$ cat config.mk
export PLATFORM = sky130hd
export DESIGN_NAME = crc_top
export DESIGN_NICKNAME = d
export VERILOG_FILES = /design/src/crc_pkg.sv /design/src/crc_debounce.sv /design/src/crc_mem.sv /design/src/crc_top.sv
export SDC_FILE = /design/constraint.sdc
export NUM_CORES = 2
export LEC_CHECK = 0
export BUFFER_PORTS_ARGS = -buffer_cell sky130_fd_sc_hd__buf_2
export CAP_MARGIN = 15
export CORE_MARGIN = 3
export CORE_UTILIZATION = 60
export DETAILED_ROUTE_END_ITERATION = 8
export GPL_TIMING_DRIVEN = 0
export PLACE_DENSITY = 0.76
export SETUP_SLACK_MARGIN = 0.15
export SLEW_MARGIN = 30
export SYNTH_ARGS = -nofsm -noshare
export SYNTH_HDL_FRONTEND = slang
export SYNTH_SLANG_ARGS = --single-unit
export TNS_END_PERCENT = 50
$ cat constraint.sdc
create_clock -name pclk -period 9.7 [get_ports pclk]
set_input_delay 0.97 -clock pclk [delete_from_list [all_inputs] [get_ports pclk]]
set_output_delay 0.97 -clock pclk [all_outputs]
set_load 0.05 [all_outputs]
$ cat src/crc_pkg.sv
// Package of constants and types for the converter remote control
package crc_pkg;
   // Register byte addresses
   localparam logic [7:0] ADDR_CTRL  = 8'h00;
   localparam logic [7:0] ADDR_CMD   = 8'h04;
   localparam logic [7:0] ADDR_FREQ  = 8'h08;
   localparam logic [7:0] ADDR_ATT   = 8'h0C;
   localparam logic [7:0] ADDR_STAT  = 8'h10;
   localparam logic [7:0] ADDR_POLL  = 8'h14;
   localparam logic [7:0] ADDR_LFREQ = 8'h18;
   localparam logic [7:0] ADDR_RESP  = 8'h1C;
   localparam logic [7:0] ADDR_MSEL  = 8'h20;
   localparam logic [7:0] ADDR_MFREQ = 8'h24;
   localparam logic [7:0] ADDR_MATT  = 8'h28;
   // Control and status register fields, control reset value
   localparam int         CTRL_SRQ_EN_BIT = 0;
   localparam int         CTRL_REMOTE_BIT = 1;
   localparam int         CTRL_MUTE_BIT   = 2;
   localparam logic [2:0] CTRL_RESET      = 3'h0;
   localparam int         STAT_ERR_BIT    = 2;
   // Message characters
   localparam logic [7:0] CH_C = 8'h43;
   localparam logic [7:0] CH_F = 8'h46;
   localparam logic [7:0] CH_T = 8'h54;
   localparam logic [7:0] CH_0 = 8'h30;
   localparam logic [7:0] CH_9 = 8'h39;
   // Field widths and digit counts
   localparam int         FREQ_W   = 27;
   localparam int         ATT_W    = 10;
   localparam int         MEM_W    = FREQ_W + ATT_W;
   localparam logic [3:0] FDIG_MIN = 4'h7;
   localparam logic [3:0] FDIG_MAX = 4'h8;
   localparam logic [1:0] ADIG_LAST = 2'h2;
   // Response codes and status byte
   localparam logic [7:0] RESP_OK    = 8'h00;
   localparam logic [7:0] RESP_RANGE = 8'h62;
   localparam int         POLL_RQS_BIT = 6;
   // Band limits in kHz, and contact filter timing
   localparam logic [2:0][FREQ_W-1:0] BAND_LO =
      {27'hD9_7010, 27'hD5_9F80, 27'hD1_CEF0};
   localparam logic [2:0][FREQ_W-1:0] BAND_HI =
      {27'hDD_40A0, 27'hD9_7010, 27'hD5_9F80};
   localparam int         CLK_PERIOD_NS = 100;
   localparam int         DEB_TIME_NS   = 500;
   localparam int         DEB_CYCLES    =
      (DEB_TIME_NS + CLK_PERIOD_NS - 1) / CLK_PERIOD_NS;
   localparam logic [2:0] DEB_LAST      = 3'(DEB_CYCLES - 1);

   typedef enum logic [1:0] {
      P_IDLE = 2'b00,
      P_CMD  = 2'b01,
      P_FREQ = 2'b10,
      P_ATT  = 2'b11
   } crc_parse_t;

   typedef struct packed {
      logic        psel;
      logic        penable;
      logic        pwrite;
      logic [7:0]  paddr;
      logic [31:0] pwdata;
   } crc_apb_req_t;

   typedef struct packed {
      logic [31:0] prdata;
      logic        pready;
      logic        pslverr;
   } crc_apb_rsp_t;

   typedef struct packed {
      logic       s1;
      logic       s2;
      logic [2:0] cnt;
      logic       q;
   } crc_deb_t;

   typedef struct packed {
      logic [31:0][MEM_W-1:0] mem;
      logic [MEM_W-1:0]       rdata;
   } crc_mem_t;

   typedef struct packed {
      crc_apb_rsp_t              rsp;
      logic [2:0]                ctrl;
      crc_parse_t                pstate;
      logic [3:0]                fcnt;
      logic [1:0]                acnt;
      logic [FREQ_W-1:0]         fbuf;
      logic [ATT_W-1:0]          abuf;
      logic [FREQ_W-1:0]         freq;
      logic [ATT_W-1:0]          att;
      logic [2:0][FREQ_W-1:0]    band_last;
      logic [1:0]                band_idx;
      logic                      band_ok;
      logic                      mute;
      logic                      srq;
      logic [2:0]                fault_idx;
      logic [5:0]                alarm_prev;
      logic [7:0]                resp;
      logic                      cmd_err;
      logic [4:0]                bcd_loc;
      logic [5:0]                bcd_stat_n;
      logic                      recall_pend;
      logic [4:0]                mem_sel;
      logic [FREQ_W-1:0]         mem_freq;
   } crc_state_t;
endpackage

$ cat src/crc_debounce.sv
// Two-flop synchroniser and stability filter for contact inputs
module crc_debounce
   import crc_pkg::*;
#(
   parameter int         W       = 1,
   parameter logic [W-1:0] RST_VAL = '0
) (
   // Clock and reset
   input  wire logic         pclk,
   input  wire logic         presetn,
   // Raw and filtered levels
   input  wire logic [W-1:0] raw,
   output      logic [W-1:0] stable
);
   genvar i;
   generate
      for (i = 0; i < W; i++) begin : g_bit
         crc_deb_t d_reg;
         crc_deb_t d_next;

         // Filtered level changes only after DEB_CYCLES equal samples
         always_comb begin
            d_next    = d_reg;
            d_next.s1 = raw[i];
            d_next.s2 = d_reg.s1;
            if (d_reg.s2 == d_reg.q) begin
               d_next.cnt = 3'h0;
            end else if (d_reg.cnt == DEB_LAST) begin
               d_next.q   = d_reg.s2;
               d_next.cnt = 3'h0;
            end else begin
               d_next.cnt = d_reg.cnt + 3'h1;
            end
         end

         // Filter state
         always_ff @(posedge pclk or negedge presetn) begin
            if (!presetn) begin
               d_reg <= '{s1: RST_VAL[i], s2: RST_VAL[i], cnt: 3'h0,
                          q: RST_VAL[i]};
            end else begin
               d_reg <= d_next;
            end
         end
         assign stable[i] = d_reg.q;
      end
   endgenerate
endmodule // crc_debounce

$ cat src/crc_mem.sv
// Stored settings memory, one write port and a registered read port
module crc_mem
   import crc_pkg::*;
(
   // Clock and reset
   input  wire logic             pclk,
   input  wire logic             presetn,
   // Write port
   input  wire logic             we,
   input  wire logic [4:0]       waddr,
   input  wire logic [MEM_W-1:0] wdata,
   // Read port
   input  wire logic             re,
   input  wire logic [4:0]       raddr,
   output      logic [MEM_W-1:0] rdata
);
   crc_mem_t m_reg;
   crc_mem_t m_next;

   // Write and read update
   always_comb begin
      m_next = m_reg;
      if (we) begin
         m_next.mem[waddr] = wdata;
      end
      if (re) begin
         m_next.rdata = m_reg.mem[raddr];
      end
   end

   // Storage
   always_ff @(posedge pclk or negedge presetn) begin
      if (!presetn) begin
         m_reg <= '0;
      end else begin
         m_reg <= m_next;
      end
   end
   assign rdata = m_reg.rdata;
endmodule // crc_mem

$ cat src/crc_top.sv
// Converter remote control: message parser, service request, band lock
// Function
// - Combined set updates frequency and attenuation, mute left as is.
// - Message is C, F, seven or eight digits, T, three digits.
// - Any new alarm failure asserts the service request line while enabled.
// - Poll byte: bit 6 set, bits 7,5,4,3 zero, low three fault index.
// - Fault index is binary number of the alarm line, first is zero.
// - Six fault inputs: synth, LO one, LO two, supply, level, level.
// - Poll without pending request repeats last index, bit 6 zero.
// - Stored enable gates the service request; disabled means none.
// - Band inputs sampled always; a band is chosen by grounding it.
// - Valid band retunes to last frequency set in that band.
// - Frequency settings accepted only inside selected band limits.
// - Out-of-band local entry rejected with out-of-range response.
// - No band or several bands mute and block all frequency settings.
// - Contact commands and status outputs are active low.
// - Command weights 1,2,4,8,10,20 sum to the location number.
// - Contact command accepted only in remote with cable line low.
// - Accepted command recalls location and echoes weights low.
// - Status held until cable released, local, or new valid command.
module crc_top
   import crc_pkg::*;
(
   // Clock and reset
   input  wire logic              pclk,
   input  wire logic              presetn,
   // APB slave
   input  wire crc_apb_req_t      apb_req,
   output      crc_apb_rsp_t      apb_rsp,
   // Contact inputs, active low
   input  wire logic [2:0]        band_select_input_n,
   input  wire logic [5:0]        bcd_cmd_n,
   input  wire logic              cable_sup_n,
   // Component fault lines, high on failure
   input  wire logic [5:0]        alarm_in,
   // Service request, contact status, converter settings
   output      logic              srq_out,
   output      logic [5:0]        bcd_status_n,
   output      logic [FREQ_W-1:0] freq_out,
   output      logic [ATT_W-1:0]  atten_out,
   output      logic              mute_out
);
   crc_state_t        s_reg;
   crc_state_t        s_next;
   logic [9:0]        cont;
   logic [5:0]        alarm;
   logic [MEM_W-1:0]  mem_rdata;
   logic [31:0]       rd_word;
   logic              addr_hit;
   logic              acc;
   logic              wr_done;
   logic              poll_rd;
   logic              cmd_wr;
   logic              lfreq_wr;
   logic [7:0]        wchar;
   logic              is_dig;
   logic [3:0]        dig;
   logic              cmd_ok;
   logic              set_req;
   logic [FREQ_W-1:0] set_freq;
   logic [ATT_W-1:0]  set_att;
   logic              f_ok;
   logic [2:0]        band_act;
   logic              one;
   logic [1:0]        idx;
   logic              band_chg;
   logic [5:0]        new_fail;
   logic              srq_en;
   logic [5:0]        bcd_b;
   logic [5:0]        bcd_val;
   logic              bcd_valid;
   logic              link_up;
   logic              accept;
   logic              mem_we;

   // Contact inputs filtered, idle high
   crc_debounce #(.W(10), .RST_VAL(10'h3FF)) u_contact (
      .pclk    (pclk),
      .presetn (presetn),
      .raw     ({cable_sup_n, bcd_cmd_n, band_select_input_n}),
      .stable  (cont)
   );

   // Fault lines synchronised the same way
   crc_debounce #(.W(6), .RST_VAL(6'h00)) u_alarm (
      .pclk    (pclk),
      .presetn (presetn),
      .raw     (alarm_in),
      .stable  (alarm)
   );

   // Stored settings for contact recall
   crc_mem u_mem (
      .pclk    (pclk),
      .presetn (presetn),
      .we      (mem_we),
      .waddr   (s_reg.mem_sel),
      .wdata   ({s_reg.mem_freq, apb_req.pwdata[ATT_W-1:0]}),
      .re      (accept),
      .raddr   (bcd_val[4:0]),
      .rdata   (mem_rdata)
   );

   // Frequency inside a band's limits
   function automatic logic in_band(logic [FREQ_W-1:0] f,
                                    logic [1:0] b);
      in_band = f >= BAND_LO[b] && f <= BAND_HI[b];
   endfunction

   // Lowest failing line number
   function automatic logic [2:0] first_fail(logic [5:0] v);
      first_fail = 3'h0;
      for (int k = 5; k >= 0; k--) begin
         if (v[k]) begin
            first_fail = 3'(k);
         end
      end
   endfunction

   // Read data and address decode
   always_comb begin
      addr_hit = 1'b1;
      rd_word  = 32'h0000_0000;
      if (apb_req.paddr == ADDR_CTRL) begin
         rd_word[2:0] = s_reg.ctrl;
      end else if (apb_req.paddr == ADDR_CMD) begin
         rd_word[1:0] = s_reg.pstate;
      end else if (apb_req.paddr == ADDR_FREQ) begin
         rd_word[FREQ_W-1:0] = s_reg.freq;
      end else if (apb_req.paddr == ADDR_ATT) begin
         rd_word[ATT_W-1:0] = s_reg.att;
      end else if (apb_req.paddr == ADDR_STAT) begin
         rd_word[11:0] = {s_reg.bcd_loc, s_reg.band_idx, s_reg.band_ok,
                          s_reg.mute, s_reg.cmd_err, 1'b0, s_reg.srq};
      end else if (apb_req.paddr == ADDR_POLL) begin
         rd_word[7:0] = {1'b0, s_reg.srq, 3'h0, s_reg.fault_idx};
      end else if (apb_req.paddr == ADDR_LFREQ ||
                   apb_req.paddr == ADDR_MATT) begin
         rd_word = 32'h0000_0000;
      end else if (apb_req.paddr == ADDR_RESP) begin
         rd_word[7:0] = s_reg.resp;
      end else if (apb_req.paddr == ADDR_MSEL) begin
         rd_word[4:0] = s_reg.mem_sel;
      end else if (apb_req.paddr == ADDR_MFREQ) begin
         rd_word[FREQ_W-1:0] = s_reg.mem_freq;
      end else begin
         addr_hit = 1'b0;
      end
   end

   // Bus decode and contact decode
   always_comb begin
      acc      = apb_req.psel & apb_req.penable;
      wr_done  = acc & s_reg.rsp.pready & apb_req.pwrite;
      poll_rd  = acc & s_reg.rsp.pready & ~apb_req.pwrite &
                 apb_req.paddr == ADDR_POLL;
      cmd_wr   = wr_done & apb_req.paddr == ADDR_CMD;
      lfreq_wr = wr_done & apb_req.paddr == ADDR_LFREQ;
      mem_we   = wr_done & apb_req.paddr == ADDR_MATT;
      wchar    = apb_req.pwdata[7:0];
      is_dig   = wchar >= CH_0 && wchar <= CH_9;
      dig      = 4'(wchar - CH_0);
      srq_en   = s_reg.ctrl[CTRL_SRQ_EN_BIT];
      new_fail = alarm & ~s_reg.alarm_prev;
      band_act = ~cont[2:0];
      one      = $onehot(band_act);
      idx      = band_act[2] ? 2'h2 : (band_act[1] ? 2'h1 : 2'h0);
      band_chg = one && (!s_reg.band_ok || idx != s_reg.band_idx);
      bcd_b    = ~cont[8:3];
      bcd_val  = {2'b00, bcd_b[3:0]} + (bcd_b[4] ? 6'd10 : 6'd0) +
                 (bcd_b[5] ? 6'd20 : 6'd0);
      bcd_valid = bcd_b[3:0] <= 4'h9 && bcd_val >= 6'd1 &&
                  bcd_val <= 6'd31;
      link_up  = s_reg.ctrl[CTRL_REMOTE_BIT] & ~cont[9];
      accept   = link_up && bcd_valid &&
                 bcd_val[4:0] != s_reg.bcd_loc;
   end

   // Next state of the whole block
   always_comb begin
      s_next  = s_reg;
      cmd_ok  = 1'b0;
      // APB answer one cycle into the access phase
      s_next.rsp.pready = acc & ~s_reg.rsp.pready;
      if (acc & ~s_reg.rsp.pready) begin
         s_next.rsp.prdata  = rd_word;
         s_next.rsp.pslverr = ~addr_hit;
      end
      // Register writes
      if (wr_done) begin
         if (apb_req.paddr == ADDR_CTRL) begin
            s_next.ctrl = apb_req.pwdata[2:0];
         end else if (apb_req.paddr == ADDR_STAT &&
                      apb_req.pwdata[STAT_ERR_BIT]) begin
            s_next.cmd_err = 1'b0;
         end else if (apb_req.paddr == ADDR_MSEL) begin
            s_next.mem_sel = apb_req.pwdata[4:0];
         end else if (apb_req.paddr == ADDR_MFREQ) begin
            s_next.mem_freq = apb_req.pwdata[FREQ_W-1:0];
         end
      end
      // Combined set message parser
      if (cmd_wr) begin
         case (s_reg.pstate)
            P_IDLE: begin
               if (wchar == CH_C) begin
                  s_next.pstate = P_CMD;
               end
            end
            P_CMD: begin
               s_next.pstate = wchar == CH_F ? P_FREQ : P_IDLE;
               s_next.fcnt   = 4'h0;
               s_next.fbuf   = '0;
               s_next.cmd_err = wchar != CH_F;
            end
            P_FREQ: begin
               if (is_dig && s_reg.fcnt < FDIG_MAX) begin
                  s_next.fbuf = FREQ_W'(s_reg.fbuf * 27'd10 + dig);
                  s_next.fcnt = s_reg.fcnt + 4'h1;
               end else if (wchar == CH_T && s_reg.fcnt >= FDIG_MIN) begin
                  s_next.pstate = P_ATT;
                  s_next.acnt   = 2'h0;
                  s_next.abuf   = '0;
               end else begin
                  s_next.pstate  = P_IDLE;
                  s_next.cmd_err = 1'b1;
               end
            end
            P_ATT: begin
               if (is_dig) begin
                  s_next.abuf = ATT_W'(s_reg.abuf * 10'd10 + dig);
                  s_next.acnt = s_reg.acnt + 2'h1;
                  if (s_reg.acnt == ADIG_LAST) begin
                     cmd_ok        = 1'b1;
                     s_next.pstate = P_IDLE;
                  end
               end else begin
                  s_next.pstate  = P_IDLE;
                  s_next.cmd_err = 1'b1;
               end
            end
            default: s_next.pstate = P_IDLE;
         endcase
      end
      // Pick one frequency source per cycle, recall waits its turn
      set_req  = cmd_ok | lfreq_wr | s_reg.recall_pend;
      set_freq = s_reg.freq;
      set_att  = s_reg.att;
      if (cmd_ok) begin
         set_freq = s_reg.fbuf;
         set_att  = s_next.abuf;
      end else if (lfreq_wr) begin
         set_freq = apb_req.pwdata[FREQ_W-1:0];
      end else if (s_reg.recall_pend) begin
         set_freq = mem_rdata[MEM_W-1:ATT_W];
         set_att  = mem_rdata[ATT_W-1:0];
         s_next.recall_pend = 1'b0;
      end
      // Band lock-out gate on every setting
      f_ok = s_reg.band_ok && in_band(set_freq, s_reg.band_idx);
      if (set_req && f_ok) begin
         s_next.freq = set_freq;
         s_next.att  = set_att;
         s_next.band_last[s_reg.band_idx] = set_freq;
      end
      if (lfreq_wr) begin
         s_next.resp = f_ok ? RESP_OK : RESP_RANGE;
      end
      if (cmd_ok && !f_ok) begin
         s_next.cmd_err = 1'b1;
      end
      // Band selection, retune, and error mute
      s_next.band_ok = one;
      if (band_chg) begin
         s_next.band_idx = idx;
         s_next.freq     = s_reg.band_last[idx];
      end
      s_next.mute = ~one | s_reg.ctrl[CTRL_MUTE_BIT];
      // Service request, set wins over the poll clear
      s_next.alarm_prev = alarm;
      if (poll_rd && s_reg.rsp.prdata[POLL_RQS_BIT]) begin
         s_next.srq = 1'b0;
      end
      if (!srq_en) begin
         s_next.srq = 1'b0;
      end else if (|new_fail) begin
         if (!s_next.srq) begin
            s_next.fault_idx = first_fail(new_fail);
         end
         s_next.srq = 1'b1;
      end
      // Contact command accept, echo and hold
      if (!link_up) begin
         s_next.bcd_loc    = 5'h00;
         s_next.bcd_stat_n = 6'h3F;
      end else if (accept) begin
         s_next.bcd_loc     = bcd_val[4:0];
         s_next.bcd_stat_n  = ~bcd_b;
         s_next.recall_pend = 1'b1;
      end
   end

   // State register
   always_ff @(posedge pclk or negedge presetn) begin
      if (!presetn) begin
         s_reg            <= '0;
         s_reg.ctrl       <= CTRL_RESET;
         s_reg.pstate     <= P_IDLE;
         s_reg.band_last  <= BAND_LO;
         s_reg.mute       <= 1'b1;
         s_reg.bcd_stat_n <= 6'h3F;
      end else begin
         s_reg <= s_next;
      end
   end

   // Outputs straight from the state register
   assign apb_rsp      = s_reg.rsp;
   assign srq_out      = s_reg.srq;
   assign bcd_status_n = s_reg.bcd_stat_n;
   assign freq_out     = s_reg.freq;
   assign atten_out    = s_reg.att;
   assign mute_out     = s_reg.mute;
endmodule // crc_top

==> reports/results.txt <==
Final Hold Vio Count: 0
Worst Path Required: 10360 ps
most frequent cells in the layout: dfrtp_1 (1501), mux2_2 (1306), mux4_2 (370)
Critical Setup Path Class: primary input to flop
number of routed nets with antenna violations: 0
initial antenna violation count: 11
max reg flops: 1184
#FFs+latches synth: 1572
fraction of layout cells with a size suffix above 1: 42.10%
Yosys top cell by area: dfrtp_1
Startpoint Class: primary input
critical path arrival: 8180 ps
GRT Util Overall: 33.23%
DRC viols: 0
post-synthesis async set-or-reset flop share: 100.0%
Root Driver: clkbuf_16
drt wl/cell: 29.03 um
post-detail-place hpwl: 149500 um
drt first pass iters: 6
Setup Fix Bufs, Post-CTS: 0
worst vdd ir: 276.5 uV
Power Total: 0.01836 W
clk_lat worst skew: 800 ps
setup TNS: 0 ps
fin crit period: 7521 ps
cell row count: 128
Slowest cell on crit path: nor4_2
nets: 5673
GP Congestion: 0.9948
DIE AREA: 128300 sq um
Top Ports: 140
Die W: 358.2 um
Crit path largest cell delay: 770 ps
Top FF cell, synth: dfrtp_1
Synth Cell Area: 74420 sq um
fin crit share: 77.53%
r2r setup slk: 2360 ps
fmax: 0.1330 GHz
clk sinks: 1572
Hold Startpoint: bcd_cmd_n[3]
PwrDens: 220.4 nW/um^2
area delta synth->final: 11.92%
commonest non-fill, non-tap cell in the layout: dfrtp_1
relative slew slack: 23.47%
number of global-route vias before repair: 48449
Die Y: 358.2 um
Worst Hold End: u_contact.g_bit[6].d_next[4]
synth top area cells: dfrtp_1 (50%), mux2_2 (20%), mux4_2 (11%)
CTS tree: built
port bufs: 126
Worst Tran Pin Value: 1136 ps
total CTS buffers: 163
Core ar.: 122500 sq um
Max Transition Viols Final: 0
1st-iter DRT viols: 4523
endpoints failing setup: 0
DR vias/cell: 6.471
Initial Util: 60.74%
Syn Area/Cell: 14.44 sq um
Yosys cell types: 86
reg-to-reg endpoint: s_reg[107]
Reg2Reg Launch Point: apb_rsp[1]
Worst Hold Depth: 1
Reg2Reg Depth: 21
Resized cells post-CTS: 0
largest net degree at the start of global routing: 126
Post-synth EDFFs: 0
synth warn: 0
CP max FO: 10
Total Routed Length: 210100 um
Worst Clk Skew: 30.07 ps
# H-tree levels: 4
global-route wire length before repair: 312800 um
post-synthesis instance total: 5154
Seq/Total Area, Yosys: 52.98%
CTS Hold Bufs: 1
GRT Residual Overflow: 0
Max Cap Viol: 0
fillers: 8484
unrepaired setup endpoints after global routing: no
CTS clock-pin slew for the worst setup and hold paths: 60 ps
CP Cell Sequence: buf_2 > nor4_2 > nand4_1 > nor2_1 > clkbuf_1 > buf_1 > a22oi_1 > o21ai_0 > ha_1 > and3_1 > nand4_1 > or4_1 > nor2_1 > nand4_1 > a2bb2oi_2 > o21ai_2 > buf_6 > or2_1 > buf_6 > buf_6 > mux2_4
Max clock buf depth: 3
total number of vias: 46828
share of the synthesized area in the top cell type: 50.47%
Pleak: 40.07 nW
worst hold path class: primary input to flop
outcome: finished clean
nature of the critical path endpoint: flop
## logic make-up (layout without fill, tap and decap cells)
group / Yosys count / count (layout) / synth area share [%]
other: 1 / 11 / 0.005039
buffers and inverters: 530 / 978 / 3.146
adders and majority gates: 139 / 139 / 2.394
AOI/OAI and AO/OA: 435 / 435 / 3.650
muxes: 1830 / 1830 / 33.15
and+or+nand+nor: 569 / 569 / 3.763
xor gates and xnor gates: 78 / 78 / 0.9180
DFF: 1572 / 1572 / 52.98
## power breakdown
| group | leakage [nW] | switching (W) | internal (W) |
|---|---|---|---|
| combinational | 15.8 | 0.00329 | 0.00169 |
| clock | 2.69 | 0.00266 | 0.00377 |
| sequential | 21.6 | 0.000204 | 0.00675 |
## final cells by class
cell class	count	area [sq um]	area share, %
repair buffers	151	1192	1.432
inverters	64	240.2	0.2884
clock buffers	238	4736	5.686
flip-flops and latches	1572	39430	47.34
diodes	6	15.01	0.01803
clock inverters	59	740.7	0.8893
plain buffers	466	2165	2.599
multi-input cells	3056	32740	39.31
well taps	1625	2033	2.441
## layer usage
metal	up-vias	part of all wire, %	GRT usage (%)
li1	19573	-	-
met1	24894	41	45.26
met2	1857	47	52.27
met3	496	8.1	7.884
met4	8	4.1	12.96
met5	-	0.024	0
## cells in the mapped netlist (all sizes together), types with 7 or more instances
cell    count
o211ai     38
nor3       26
dfstp      71
nor2b      26
a21o       20
nand2b     14
buf       133
and2       29
nor3b      21
o22ai       9
or2        10
nand4      17
ha        132
mux4      370
inv        64
a31oi       7
mux2     1323
clkbuf    333
a22o        9
mux2i     137
xnor2      52
a21oi     107
nand3      23
nand2     210
nor2      137
xor2       26
and3       14
nor4       10
a22oi      38
o21a        8
o21ai     141
dfrtp    1501
## stage by stage
stage / instance area [sq um] / hold WS (ps) / util, % / std cells / setup WS, ps
6_report: 83290 / 268.4 / 67.98 / 7237 / 2179
5_1_grt: 83280 / 247.3 / 67.97 / 7232 / 2175
4_1_cts: 83230 / 223.4 / 67.93 / 7229 / 2491
3_5_place_dp: 77740 / 338.6 / 63.46 / 6931 / 1662
3_3_place_gp: 77100 / 334.2 / 62.93 / 6909 / -26390
2_1_floorplan: 74430 / 331.2 / - / 5158 / 4219
## worst max-delay path by stage
stage,from,endpoint,slack (ps),cells after the start
after global routing,apb_req[37],s_reg[107],2180,21
final,apb_req[37],s_reg[107],2180,21
after global placement,presetn,u_mem.m_reg[357],-26390,1
after floorplan,apb_req[5],s_reg[100],4220,21
after CTS,apb_req[37],s_reg[107],2490,21
after detailed placement,apb_req[37],s_reg[108],1660,21
## worst max-delay path: cells and delay by family
kind / cells / cell delay, ps
compound gates: 4 / 1090
fa+ha+maj: 1 / 280
buf+inv: 6 / 1970
mux: 1 / 310
simple gates: 9 / 3530
Note: power is estimated with default switching activity, not from simulation.
